**src/lpddr_seq_consts.vh**
```
// Constants for the mode register burst sequencer
`ifndef LPDDR_SEQ_CONSTS_VH
`define LPDDR_SEQ_CONSTS_VH
`define MR_WIDTH 15
`define MR_LEN_LSB 0
`define MR_LEN_MSB 2
`define MR_ORDER_BIT 3
`define MR_LAT_LSB 4
`define MR_LAT_MSB 6
`define MR_OPMODE_LSB 7
`define MR_OPMODE_MSB 12
`define MR_BANK_LSB 13
`define MR_BANK_MSB 14
`define MR_RESET_VALUE 15'h0022
`define SEL_STANDARD 2'h0
`define SEL_STATUS 2'h1
`define SEL_EXTENDED 2'h2
`define LAT_CODE_2 3'h2
`define LAT_CODE_3 3'h3
`define LAT3_WAIT 2'h1
`define LEN_CODE_2 3'h1
`define LEN_CODE_4 3'h2
`define LEN_CODE_8 3'h3
`define LEN_CODE_16 3'h4
`define CMD_NOP 2'h0
`define CMD_LOAD_MODE 2'h1
`define CMD_READ 2'h2
`define CMD_WRITE 2'h3
`define COL_WIDTH 10
`endif

```
**src/lpddr_mode_register_burst_sequencer.v**
```verilog
// Mode register decode and burst sequencing for a low power DDR device
`timescale 1ns/1ps
`include "lpddr_seq_consts.vh"
module lpddr_mode_register_burst_sequencer (
    input wire clk,
    input wire rst_n,
    input wire [1:0] cmd,
    input wire bank_select_high,
    input wire bank_select_low,
    input wire [12:0] addr,
    output reg [14:0] standard_mode_config,
    output reg [2:0] read_latency_cycles,
    output reg [4:0] burst_beats,
    output reg burst_order_select,
    output reg modeValid,
    output reg readActive,
    output reg writeActive,
    output reg dataValid,
    output reg [`COL_WIDTH-1:0] colEven,
    output reg [`COL_WIDTH-1:0] colOdd,
    output reg burstDone
);
    // ------------------------------------------------------------
    // Decode helpers
    // ------------------------------------------------------------
    function [4:0] beatsOf;
        input [2:0] code;
        begin
            case (code)
                `LEN_CODE_2: beatsOf = 5'h02;
                `LEN_CODE_4: beatsOf = 5'h04;
                `LEN_CODE_8: beatsOf = 5'h08;
                `LEN_CODE_16: beatsOf = 5'h10;
                default: beatsOf = 5'h00;
            endcase
        end
    endfunction

    function [3:0] maskOf;
        input [4:0] beats;
        begin
            maskOf = beats[3:0] - 4'h1;
            if (beats[4]) begin
                maskOf = 4'hF;
            end
        end
    endfunction

    function latIsLegal;
        input [2:0] code;
        begin
            latIsLegal = (code == `LAT_CODE_2) || (code == `LAT_CODE_3);
        end
    endfunction

    // Reserved codes only raise a flag; the block keeps running on them
    function modeOk;
        input [12:0] word;
        begin
            modeOk = (word[`MR_OPMODE_MSB:`MR_OPMODE_LSB] == 6'h00)
                && (beatsOf(word[`MR_LEN_MSB:`MR_LEN_LSB]) != 5'h00)
                && latIsLegal(word[`MR_LAT_MSB:`MR_LAT_LSB]);
        end
    endfunction

    // Idle cycles before the first transfer; any code but three acts as two
    function [1:0] waitOf;
        input [2:0] code;
        begin
            if (code == `LAT_CODE_3) begin
                waitOf = `LAT3_WAIT;
            end else begin
                waitOf = 2'h0;
            end
        end
    endfunction

    // ------------------------------------------------------------
    // State codes
    // ------------------------------------------------------------
    localparam IDLE = 2'h0;
    localparam WAIT = 2'h1;
    localparam XFER = 2'h2;

    // ------------------------------------------------------------
    // Mode register load
    // ------------------------------------------------------------
    wire [1:0] target;
    wire [14:0] loadWord;
    assign target = {bank_select_high, bank_select_low};
    assign loadWord = {target, addr};

    always @(posedge clk or negedge rst_n) begin
        if (!rst_n) begin
            standard_mode_config <= `MR_RESET_VALUE;
            read_latency_cycles <= `LAT_CODE_2;
            burst_beats <= 5'h04;
            burst_order_select <= 1'b0;
            modeValid <= 1'b1;
        end else if (cmd == `CMD_LOAD_MODE && target == `SEL_STANDARD) begin
            // Other targets leave this register untouched
            standard_mode_config <= loadWord;
            read_latency_cycles <= addr[`MR_LAT_MSB:`MR_LAT_LSB];
            burst_beats <= beatsOf(addr[`MR_LEN_MSB:`MR_LEN_LSB]);
            burst_order_select <= addr[`MR_ORDER_BIT];
            modeValid <= modeOk(addr);
        end
    end

    // ------------------------------------------------------------
    // Burst sequencer
    // ------------------------------------------------------------
    reg [1:0] state_q;
    reg [1:0] wait_q;
    reg [3:0] beat_q;
    reg [`COL_WIDTH-1:0] start_q;
    wire [3:0] lowMask;
    wire [`COL_WIDTH-1:0] colA;
    wire [`COL_WIDTH-1:0] colB;
    wire [3:0] beatNext;
    wire [3:0] beatLast;
    wire isAccess;
    assign lowMask = maskOf(burst_beats);
    assign beatNext = beat_q + 4'h1;
    assign beatLast = lowMask;
    assign isAccess = (cmd == `CMD_READ) || (cmd == `CMD_WRITE);

    // ------------------------------------------------------------
    // Column generators
    // ------------------------------------------------------------
    burst_column_gen genEven (
        .startCol(start_q),
        .beat(beat_q),
        .lowMask(lowMask),
        .interleaved(burst_order_select),
        .colAddr(colA)
    );
    burst_column_gen genOdd (
        .startCol(start_q),
        .beat(beatNext),
        .lowMask(lowMask),
        .interleaved(burst_order_select),
        .colAddr(colB)
    );

    // ------------------------------------------------------------
    // Transfer state machine
    // ------------------------------------------------------------
    always @(posedge clk or negedge rst_n) begin
        if (!rst_n) begin
            state_q <= IDLE;
            wait_q <= 2'h0;
            beat_q <= 4'h0;
            start_q <= {`COL_WIDTH{1'b0}};
            readActive <= 1'b0;
            writeActive <= 1'b0;
            dataValid <= 1'b0;
            colEven <= {`COL_WIDTH{1'b0}};
            colOdd <= {`COL_WIDTH{1'b0}};
            burstDone <= 1'b0;
        end else begin
            burstDone <= 1'b0;
            dataValid <= 1'b0;
            case (state_q)
                IDLE: begin
                    if (isAccess) begin
                        start_q <= addr[`COL_WIDTH-1:0];
                        beat_q <= 4'h0;
                        readActive <= (cmd == `CMD_READ);
                        writeActive <= (cmd == `CMD_WRITE);
                        // Read waits latency minus two; write starts next
                        if (cmd == `CMD_READ &&
                            waitOf(read_latency_cycles) != 2'h0) begin
                            wait_q <= waitOf(read_latency_cycles);
                            state_q <= WAIT;
                        end else begin
                            state_q <= XFER;
                        end
                    end
                end
                WAIT: begin
                    if (wait_q == 2'h1) begin
                        state_q <= XFER;
                    end
                    wait_q <= wait_q - 2'h1;
                end
                XFER: begin
                    // Two words per clock: one per half cycle
                    dataValid <= 1'b1;
                    colEven <= colA;
                    colOdd <= colB;
                    // Beat count steps by two; the odd word takes beatNext
                    beat_q <= beat_q + 4'h2;
                    if (beatNext == beatLast) begin
                        burstDone <= 1'b1;
                        readActive <= 1'b0;
                        writeActive <= 1'b0;
                        state_q <= IDLE;
                    end
                end
                default: begin
                    state_q <= IDLE;
                end
            endcase
        end
    end
endmodule // lpddr_mode_register_burst_sequencer

```
**src/burst_column_gen.v**
```verilog
// Column address generator for one burst beat
`timescale 1ns/1ps
`include "lpddr_seq_consts.vh"
module burst_column_gen (
    input wire [`COL_WIDTH-1:0] startCol,
    input wire [3:0] beat,
    input wire [3:0] lowMask,
    input wire interleaved,
    output wire [`COL_WIDTH-1:0] colAddr
);
    wire [3:0] startLow;
    wire [3:0] seqLow;
    wire [3:0] intLow;
    wire [3:0] newLow;
    assign startLow = startCol[3:0];
    assign seqLow = (startLow + beat) & lowMask;
    assign intLow = (startLow ^ beat) & lowMask;
    assign newLow = interleaved ? intLow : seqLow;
    // Block bits above the mask stay those of the start column
    assign colAddr = {startCol[`COL_WIDTH-1:4],
        (startLow & ~lowMask) | newLow};
endmodule // burst_column_gen

```
**config.mk**
```make
export PLATFORM = sky130hd
export DESIGN_NAME = lpddr_mode_register_burst_sequencer
export DESIGN_NICKNAME = d
export VERILOG_FILES = /design/src/lpddr_mode_register_burst_sequencer.v /design/src/burst_column_gen.v
export VERILOG_INCLUDE_DIRS = /design/src /design/src/src
export SDC_FILE = /design/constraint.sdc
export NUM_CORES = 1
export LEC_CHECK = 0
export BUFFER_PORTS_ARGS = -buffer_cell sky130_fd_sc_hd__buf_2
export CAP_MARGIN = 0
export CORE_MARGIN = 10
export CORE_UTILIZATION = 40
export CTS_BUF_LIST = sky130_fd_sc_hd__clkbuf_4
export CTS_CLUSTER_SIZE = 10
export DETAILED_ROUTE_END_ITERATION = 12
export GPL_TIMING_DRIVEN = 1
export PLACE_DENSITY = 0.66
export RECOVER_POWER = 50
export SLEW_MARGIN = 20
export SYNTH_ARGS = -nofsm -noshare
export SYNTH_HDL_FRONTEND = slang
export SYNTH_HIERARCHICAL = 1
export SYNTH_SLANG_ARGS = --single-unit
```
**constraint.sdc**
```tcl
create_clock -name clk -period 2.1 [get_ports clk]
set_input_delay 0.315 -clock clk [delete_from_list [all_inputs] [get_ports clk]]
set_output_delay 0.315 -clock clk [all_outputs]
set_load 0.03 [all_outputs]
```
==> flow_summary_export.csv, run 1 <==
group,metric,value,unit
routing,drtIter0Drc,86,
clock_tree,clock_path_buffers,2,
logic_synthesis,seq_area_frac_synth,51.23,%
run,cap_violations,0,
clock_tree,cts_tree,"yes",
clock_tree,worstSkewPairLatency,0.40,ns
logic_synthesis,synthFlopType,"dfrtp_1",
final_layout,final_layout_size_suffix_gt1_share,24.30,%
critical_path,cp_max_fo,5,
sta,fmax,527.5,MHz
place,numPortBuffers,66,
sta,tightest_slew,1.325,ns
grt,grt_max_degree,32,
routing,met2_length,3.173,mm
final_layout,fin_nets,420,
logic_synthesis,synth_top_cell_area_share,47.72,%
final_layout,area_delta_synth_final,16.24,%
logic_synthesis,synth_area_leader_cell,"dfrtp_1",
logic_synthesis,synth.avg_cell_area,9.058,um^2
place,gp_congestion,0.8014,
logic_synthesis,netlist_area,2989,um^2
logic_synthesis,synth-seq-cells,61,
sta,final.setup.tns,0,ns
clock_tree,ctsHoldBuffers,1,
sta,min_period,1.896,ns
floorplanning,initial_core_util,41.21,%
logic_synthesis,ys_types,45,
grt,grt_pass1_vias,2447,
floorplanning,pin_count,68,
routing,drt_wl_total,6.994,mm
logic_synthesis,ys_warn_count,6,
floorplanning,die-area,11330,um^2
sta,relSlewSlack,11.64,%
clock_tree,numCtsBuffers,9,
routing,drc,0,
sta,finalSetupViolations,0,
final_layout,antenna_cells,0,
sta,final_max_slew_viol_count,0,
routing,vias,2332,
routing,met1_length,3.259,mm
critical_path,r2r_setup_slack,0.20,ns
floorplanning,core_region_area,7253,um^2
clock_tree,root_buffer,"clkbuf_4",
routing,drt-vias-per-instance,4.721,
grt,antenna_found_initial,0,
critical_path,crit_arrival,2.17,ns
power_and_ir_drop,powerDensity,1472,nW/um^2
place,place_hpwl,5.077,mm
grt,grt_usage,12.83,%
logic_synthesis,syn_inst,330,
routing,routed.top_layer,"met4",
critical_path,cp-end-kind,"flip-flop",
routing,wl_per_cell,14.16,um
clock_tree,cts-resized-gates,0,
sta,rsz0062_at_grt,"false",
critical_path,start_kind,"flip-flop",
power_and_ir_drop,ir_worst_vdd,0.4857,mV
sta,layout_setup_ws,0.2041,ns
logic_synthesis,synth.area.top_cells,"dfrtp_1, nand2_1, buf_4",
clock_tree,post_cts_buffers,0,
clock_tree,clkTransAtPathRegs,0.11,ns
floorplanning,num_rows,31,
sta,finalHoldViolations,0,
critical_path,cp.required,2.38,ns
place,pre_cts_ws,0.2178,ns
logic_synthesis,synth-edff-count,0,
min_path,min_path_type,"input pin to flip-flop",
critical_path,path_class,"flip-flop to flip-flop",
sta,timing.final.crit_share,90.28,%
grt,grt_pass1_wl,11.86,mm
run_status,status,"finished clean",
power_and_ir_drop,p_leak,1.856,nW
clock_tree,clock_sinks,61,
routing,met3_length,448,um
clock_tree,htree_levels,3,
floorplanning,die_w,106.4,um
sta,finClkSkew,0.006638,ns
routing,drt-pass1-iter-count,4,
logic_synthesis,ys_async_sr_fraction,100.0,%
routing,drtAntennaViolNets,0,
floorplanning,die_h,106.4,um
grt,grt-ovfl-total,0,
==> stage by stage <==
step / cells / hold slack [ns] / cell area, um^2 / util (%) / power (mW)
after floorplan: 333 / 0.01941 / 3000 / - / 3.706
after global routing: 494 / 0.1252 / 3475 / 47.90 / 5.566
after global placement: 477 / 0.3221 / 3332 / 45.94 / 4.176
final: 494 / 0.1255 / 3475 / 47.90 / 5.113
after CTS: 494 / 0.1074 / 3500 / 48.25 / 5.177
after detailed placement: 477 / 0.3325 / 3332 / 45.94 / 4.236
==> flip-flops by register name, indices dropped and copies added (netlist names) <==
register and cells:
beat_q 3, burstDone 1, burst_beats 4, colEven 10, colOdd 10, dataValid 1
modeValid 1, readActive 1, standard_mode_config 15, start_q 10, state_q 2, wait_q 2
writeActive 1
==> cell type report <==
type | count | area [um^2]
Sequential cell | 61 | 1531
Clock buffer | 9 | 67.56
Inverter | 12 | 45.04
Clock inverter | 7 | 90.09
Fill cell | 731 | 3779
Multi-Input combinational cell | 233 | 1227
Timing Repair Buffer | 73 | 389.1
Tap cell | 99 | 123.9
==> cell usage after synthesis, drive strengths merged (2+ instances only) <==
master / number
xor2: 4
mux2: 3
o21ai: 11
inv: 12
or4: 2
clkbuf: 5
nand2: 145
ha: 9
dfrtp: 57
dfstp: 4
nand4b: 2
fa: 2
nor4b: 2
nand3: 4
a21oi: 2
a21boi: 2
xnor2: 5
conb: 2
nand2b: 2
and2: 3
a211oi: 2
buf: 22
nor2: 11
o31ai: 2
==> report_power, final <==
| part | switching, mW | internal [mW] |
|---|---|---|
| clock network | 0.453 | 0.476 |
| logic | 1.53 | 0.767 |
| registers | 0.295 | 1.59 |
==> cell usage in the layout, fill, tap and decap left out, types with 2 or more instances in the layout <==
cell type and instances:
and2_1 2, clkbuf_1 3, buf_4 3, or4_1 2, xnor2_1 5, nor2_1 11
nand4b_1 2, clkinvlp_4 2, bufinv_16 2, inv_1 12, clkbuf_4 9, a211oi_1 2
dfrtp_1 57, nand2_1 145, conb_1 5, fa_1 2, xor2_1 4, o31ai_1 2
buf_2 64, dfstp_2 4, mux2_2 3, clkinv_2 3, ha_1 9, a21oi_1 2
o21ai_0 9, nand2b_1 2, a21boi_1 2, nand3_1 4
==> worst paths after layout <==
path,cells past startpoint,start,endpoint
worst max-delay path,7,burst_beats[2]$_DFFE_PN1P_,readActive$_DFFE_PN0P_
worst min-delay path,3,addr[10],standard_mode_config[10]$_DFFE_PN0P_
worst max register to register,7,burst_beats[2]$_DFFE_PN1P_,readActive$_DFFE_PN0P_
worst min register to register,2,colEven[0]$_DFFE_PN0P_,colEven[0]$_DFFE_PN0P_
max in group asynchronous,3,rst_n,modeValid$_DFFE_PN1P_
min in group asynchronous,2,rst_n,colEven[1]$_DFFE_PN0P_
==> critical path: stages (launching register included) <==
cell and delay (ns):
dfstp_2 0.56, inv_1 0.05, ha_1 0.31, nand2b_1 0.14, o32ai_1 0.28, a31oi_1 0.09
nor3_2 0.25, o22ai_1 0.09
==> cells by family (layout without fill, tap and decap cells) <==
kind of cell,Yosys count,in the layout,share of synthesized area (%)
xor+xnor,9,9,2.637
other cells,2,5,0.2512
mux,4,4,1.465
flops,61,61,51.23
compound gates,27,27,6.237
fa+ha+maj,11,11,5.107
simple gates,177,177,25.53
buf+inv,39,101,7.534
==> per-layer routing <==
layer	up-vias	track usage [%]
li1	1161	-
met5	-	0
met2	56	20.45
met1	1105	15.94
met4	0	5.513
met3	10	3.563
Note: power is estimated with default switching activity, not from simulation.
==> run 2: changes to the inputs <==
--- a/config.mk
+++ b/config.mk
@@ -8,7 +8,7 @@
 export LEC_CHECK = 0
 export BUFFER_PORTS_ARGS = -buffer_cell sky130_fd_sc_hd__buf_2
 export CAP_MARGIN = 0
-export CORE_MARGIN = 10
+export CORE_MARGIN = 1
 export CORE_UTILIZATION = 40
 export CTS_BUF_LIST = sky130_fd_sc_hd__clkbuf_4
 export CTS_CLUSTER_SIZE = 10
==> run 2 against run 1 <==
Critical path depth unchanged. Clock power decreased by 11%. Count of clock-buffer cells in the layout increased by 1. Worst setup slack got worse by 0.021 ns. Power decreased by 2.6%. Critical endpoint is now colOdd[3]$_DFFE_PN0P_. Largest cell class unchanged.
==> flow_summary_export.csv, run 2 (synthesized netlist as in run 1, its figures left out) <==
group,metric,value,unit
min_path,min_path_type,"input pin to flip-flop",
floorplanning,pin_count,68,
place,place_hpwl,4.553,mm
grt,grt_max_degree,27,
floorplanning,die_h,88.45,um
power_and_ir_drop,ir_worst_vdd,0.4414,mV
routing,wl_per_cell,12.79,um
sta,tightest_slew,1.165,ns
final_layout,largest_reg_flops,15,
sta,hold_ws,0.1261,ns
final_layout,regMostFlops,"standard_mode_config",
run,cap_violations,0,
routing,drc,0,
routing,drt-pass1-iter-count,4,
clock_tree,cts_tree,"yes",
sta,finalHoldViolations,0,
routing,vias,2291,
final_layout,layout_commonest_cell,"nand2_1",
place,gp_congestion,0.7819,
critical_path,cp-end-kind,"flip-flop",
critical_path,cp_max_fo,5,
grt,grt_pass1_vias,2036,
clock_tree,worstSkewPairLatency,0.39,ns
sta,rsz0062_at_grt,"false",
routing,drtIter0Drc,114,
critical_path,cp.required,2.42,ns
sta,relSlewSlack,22.36,%
power_and_ir_drop,p_leak,1.831,nW
critical_path,crit_arrival,2.24,ns
sta,final.setup.tns,0,ns
routing,drt-vias-per-instance,4.638,
grt,antenna_found_initial,0,
grt,grt_pass1_wl,9.956,mm
clock_tree,clock_path_buffers,2,
critical_path,path_class,"flip-flop to flip-flop",
sta,finalSetupViolations,0,
final_layout,antenna_cells,0,
floorplanning,die_w,88.45,um
sta,finClkSkew,0.01363,ns
final_layout,area_delta_synth_final,14.57,%
clock_tree,clock_sinks,61,
grt,grt-ovfl-total,0,
place,place_area,3319,um^2
grt,grt_usage,16.97,%
place,numPortBuffers,66,
floorplanning,core_region_area,7253,um^2
clock_tree,root_buffer,"clkbuf_4",
floorplanning,die-area,7823,um^2
clock_tree,clkTransAtPathRegs,0.11,ns
clock_tree,post_cts_buffers,0,
clock_tree,numCtsBuffers,9,
sta,timing.final.crit_share,91.28,%
final_layout,layout.cells.most_common_list,"nand2_1, buf_2, dfrtp_1",
power_and_ir_drop,powerDensity,1455,nW/um^2
final_layout,design_area,3425,um^2
final_layout,fin_nets,420,
floorplanning,initial_core_util,41.21,%
routing,drt_wl_total,6.317,mm
critical_path,start_kind,"flip-flop",
routing,drtAntennaViolNets,0,
sta,final_max_slew_viol_count,0,
final_layout,final_layout_size_suffix_gt1_share,23.80,%
run_status,status,"finished clean",
sta,min_period,1.917,ns
sta,fmax,521.7,MHz
floorplanning,num_rows,31,
clock_tree,htree_levels,3,
-- run 2: changes by cell type in the layout (fill, tap and decap cells not counted), sizes merged --
cell	previous run	this run
buf	68	66
bufinv	2	1
clkbuf	13	16
-- run 2: power by group --
group | leakage [nW] | internal, mW | switching (mW)
logic | 1.00 | 0.758 | 1.51
clock network | 0.0724 | 0.374 | 0.448
registers | 0.758 | 1.59 | 0.300
-- run 2: per-stage QoR --
stage	setup slack, ns	std cells	util [%]	total power [mW]
6_report	0.1832	494	47.21	4.983
3_5_place_dp	0.2359	477	45.77	4.203
4_1_cts	0.1883	494	47.82	5.036
5_1_grt	0.07176	494	47.21	5.403
2_1_floorplan	0.2737	333	-	3.706
3_3_place_gp	0.3088	477	45.77	4.144
-- run 2: area by class of cell --
class	count	area, um^2
clock buffer	10	75.07
clock inverter	6	63.81
fill	720	3829
inverter	12	45.04
multi-input combinational	233	1212
sequential	61	1531
tap	99	123.9
timing repair buffer	73	372.9
-- run 2: path summary, 6_finish.rpt --
check | from | depth (start not counted) | slack (ns) | end
setup / recovery | start_q[1]$_DFFE_PN0P_ | 7 | 0.18 | colOdd[3]$_DFFE_PN0P_
hold / removal | addr[12] | 3 | 0.13 | standard_mode_config[12]$_DFFE_PN0P_
setup reg to reg | start_q[1]$_DFFE_PN0P_ | 7 | 0.18 | colOdd[3]$_DFFE_PN0P_
hold reg to reg | colOdd[0]$_DFFE_PN0P_ | 2 | 0.47 | colOdd[0]$_DFFE_PN0P_
max in group asynchronous | rst_n | 3 | 0.38 | beat_q[3]$_DFFE_PN0P_
min in group asynchronous | rst_n | 2 | 0.66 | colOdd[1]$_DFFE_PN0P_
-- run 2: what timing repair did --
item,in CTS,in global routing
hold buffers,1,0
endpoints found under the hold margin,18,0
gates resized for setup,0,0
-- run 2: layer usage --
metal / wire length, um / track usage, % / share of wire (%)
met1: 3109 / 24.33 / 49
met2: 2864 / 24.41 / 45
met3: 261 / 3.451 / 4.1
met4: 81 / 8.358 / 1.3
met5: 0 / 0 / 0
-- run 2: critical path: stages (launching register included) --
cell and delay [ns]:
dfrtp_1 0.44, ha_1 0.33, a211oi_1 0.09, or4_1 0.49, a21boi_1 0.22, xor2_1 0.17, nand2_1 0.07, nand2_1 0.05
==> run 3: changes to the inputs <==
--- a/config.mk
+++ b/config.mk
@@ -9,12 +9,12 @@
 export BUFFER_PORTS_ARGS = -buffer_cell sky130_fd_sc_hd__buf_2
 export CAP_MARGIN = 0
 export CORE_MARGIN = 1
-export CORE_UTILIZATION = 40
+export CORE_UTILIZATION = 25
 export CTS_BUF_LIST = sky130_fd_sc_hd__clkbuf_4
 export CTS_CLUSTER_SIZE = 10
 export DETAILED_ROUTE_END_ITERATION = 12
 export GPL_TIMING_DRIVEN = 1
-export PLACE_DENSITY = 0.66
+export PLACE_DENSITY = 0.47
 export RECOVER_POWER = 50
 export SLEW_MARGIN = 20
 export SYNTH_ARGS = -nofsm -noshare
==> run 3 against run 2 <==
The run now ends with design-rule violations left. Critical path depth unchanged. Register-to-register slack about the same. Clock power down 17%. Power down 2.2%. Non-clock buffer count unchanged. Sequential power about the same. Worst hold slack worse by 0.0028 ns. Global-route usage down 4.5 points. Cell count up 8.9%. Via count about the same. Routed wire length up 12%. Critical path type unchanged. Largest cell class unchanged.
==> flow_summary_export.csv, run 3 (synthesized netlist as in run 1, its figures left out) <==
group,metric,value,unit
final_layout,fin_nets,420,
place,numPortBuffers,66,
clock_tree,htree_levels,3,
floorplanning,core_region_area,11520,um^2
critical_path,crit_path_top_delay_cell,"or4_1",
final_layout,area_delta_synth_final,16.03,%
final_layout,design_area,3468,um^2
run_status,failed_checks,"design-rule violations",
run,cap_violations,0,
routing,drt-vias-per-instance,4.260,
place,place_area,3387,um^2
grt,grt-ovfl-total,0,
critical_path,cp-end-kind,"flip-flop",
sta,rsz0062_at_grt,"false",
floorplanning,die_h,111.3,um
clock_tree,cts_tree,"yes",
grt,grt_max_degree,42,
sta,finClkSkew,0.01237,ns
sta,fmax,524.6,MHz
critical_path,crit_arrival,2.25,ns
routing,vias,2292,
sta,relSlewSlack,12.63,%
sta,final.setup.tns,0,ns
power_and_ir_drop,powerDensity,1405,nW/um^2
sta,min_period,1.906,ns
clock_tree,cts-resized-gates,0,
run_status,status,"finished with violations",
final_layout,final_layout_size_suffix_gt1_share,23.80,%
sta,timing.final.crit_share,90.78,%
grt,grt_pass1_wl,11.95,mm
grt,grt_usage,12.46,%
clock_tree,root_buffer,"clkbuf_4",
floorplanning,num_rows,39,
power_and_ir_drop,finalPower,4.872,mW
routing,wl_per_cell,13.20,um
critical_path,path_class,"flip-flop to flip-flop",
clock_tree,post_cts_buffers,0,
clock_tree,worstSkewPairLatency,0.41,ns
power_and_ir_drop,p_leak,1.833,nW
floorplanning,die-area,12400,um^2
sta,tightest_slew,1.311,ns
routing,drc,8,
routing,drt-pass1-iter-count,8,
clock_tree,numCtsBuffers,9,
routing,drt_wl_total,7.102,mm
final_layout,layout_commonest_cell,"nand2_1",
clock_tree,clkTransAtPathRegs,0.11,ns
final_layout,layout.cells.most_common_list,"nand2_1, buf_2, dfrtp_1",
final_layout,antenna_cells,0,
grt,grt_pass1_vias,2295,
clock_tree,clock_sinks,61,
critical_path,cpMostUsedCell,"nand2_1",
routing,drtAntennaViolNets,0,
critical_path,start_kind,"flip-flop",
floorplanning,die_w,111.3,um
sta,final_max_slew_viol_count,0,
grt,antenna_found_initial,0,
critical_path,crit_buf_inv,0,
clock_tree,clock_path_buffers,2,
sta,finalSetupViolations,0,
final_layout,largest_reg_flops,15,
critical_path,crit_chain,"ha_1, a211oi_1, or4_1, a21boi_1, xor2_1, nand2_1, nand2_1",
sta,finalHoldViolations,0,
floorplanning,initial_core_util,25.96,%
routing,drtIter0Drc,93,
critical_path,cp.required,2.44,ns
place,gp_congestion,0.7631,
floorplanning,pin_count,68,
min_path,min_path_type,"input pin to flip-flop",
critical_path,cp_max_fo,5,
critical_path,crit_family,"simple AND/OR/NAND/NOR gates",
power_and_ir_drop,ir_worst_vdd,0.3611,mV
critical_path,cpPeakStageDelay,0.50,ns
place,place_hpwl,5.067,mm
final_layout,regMostFlops,"standard_mode_config",
## run 3: timing repair
| item | CTS | global route |
|---|---|---|
| hold endpoints to repair | 18 | 0 |
| setup endpoints to repair | 0 | 0 |
| hold buffers | 1 | 0 |
## run 3: stage by stage
| stage | util (%) | std cells | hold slack, ns | setup WS, ns |
|---|---|---|---|---|
| floorplan | - | 333 | 0.01941 | 0.2737 |
| global placement | 29.41 | 521 | 0.3314 | 0.3073 |
| detailed placement | 29.41 | 521 | 0.3363 | 0.2358 |
| CTS | 30.41 | 538 | 0.09203 | 0.2031 |
| global route | 30.12 | 538 | 0.09503 | 0.02693 |
| finish | 30.12 | 538 | 0.1233 | 0.1937 |
## run 3: cell type report
class,count,area (um^2)
multi-input cells,233,1215
clock buffers,10,75.07
repair buffers,73,392.9
fillers,1263,8048
well taps,143,178.9
clock inverters,6,30.03
inverters,12,45.04
flip-flops and latches,61,1531
## run 3: routing by layer
layer / global-route usage, % / wire length (um) / part of all wire [%]
met1: 16.84 / 3569 / 50
met2: 18.79 / 3041 / 43
met3: 3.484 / 384 / 5.4
met4: 5.135 / 106 / 1.5
met5: 0 / 0 / 0
## run 3: final timing paths
check                                  startpoint                                    to  slack (ns)  cells after the start
hold / removal                           addr[11]  standard_mode_config[11]$_DFFE_PN0P_        0.12                      3
max in group asynchronous                   rst_n                 modeValid$_DFFE_PN1P_        0.47                      3
hold reg to reg            colEven[0]$_DFFE_PN0P_                colEven[0]$_DFFE_PN0P_        0.47                      2
setup reg to reg           start_q[1]$_DFFE_PN0P_                 colOdd[3]$_DFFE_PN0P_        0.19                      7
min in group asynchronous                   rst_n                start_q[2]$_DFFE_PN0P_        0.71                      2
setup / recovery           start_q[1]$_DFFE_PN0P_                 colOdd[3]$_DFFE_PN0P_        0.19                      7
## run 3: worst reg2reg max path, stage by stage, from the launching register on
cell,delay (ns)
dfrtp_1,0.44
ha_1,0.32
a211oi_1,0.09
or4_1,0.50
a21boi_1,0.22
xor2_1,0.16
nand2_1,0.06
nand2_1,0.05
## run 3: where the power goes
group | switching, mW | leakage, nW | internal (mW) | total [mW]
combinational | 1.55 | 1.01 | 0.768 | 2.32
sequential | 0.281 | 0.758 | 1.59 | 1.87
clock | 0.442 | 0.0610 | 0.243 | 0.685
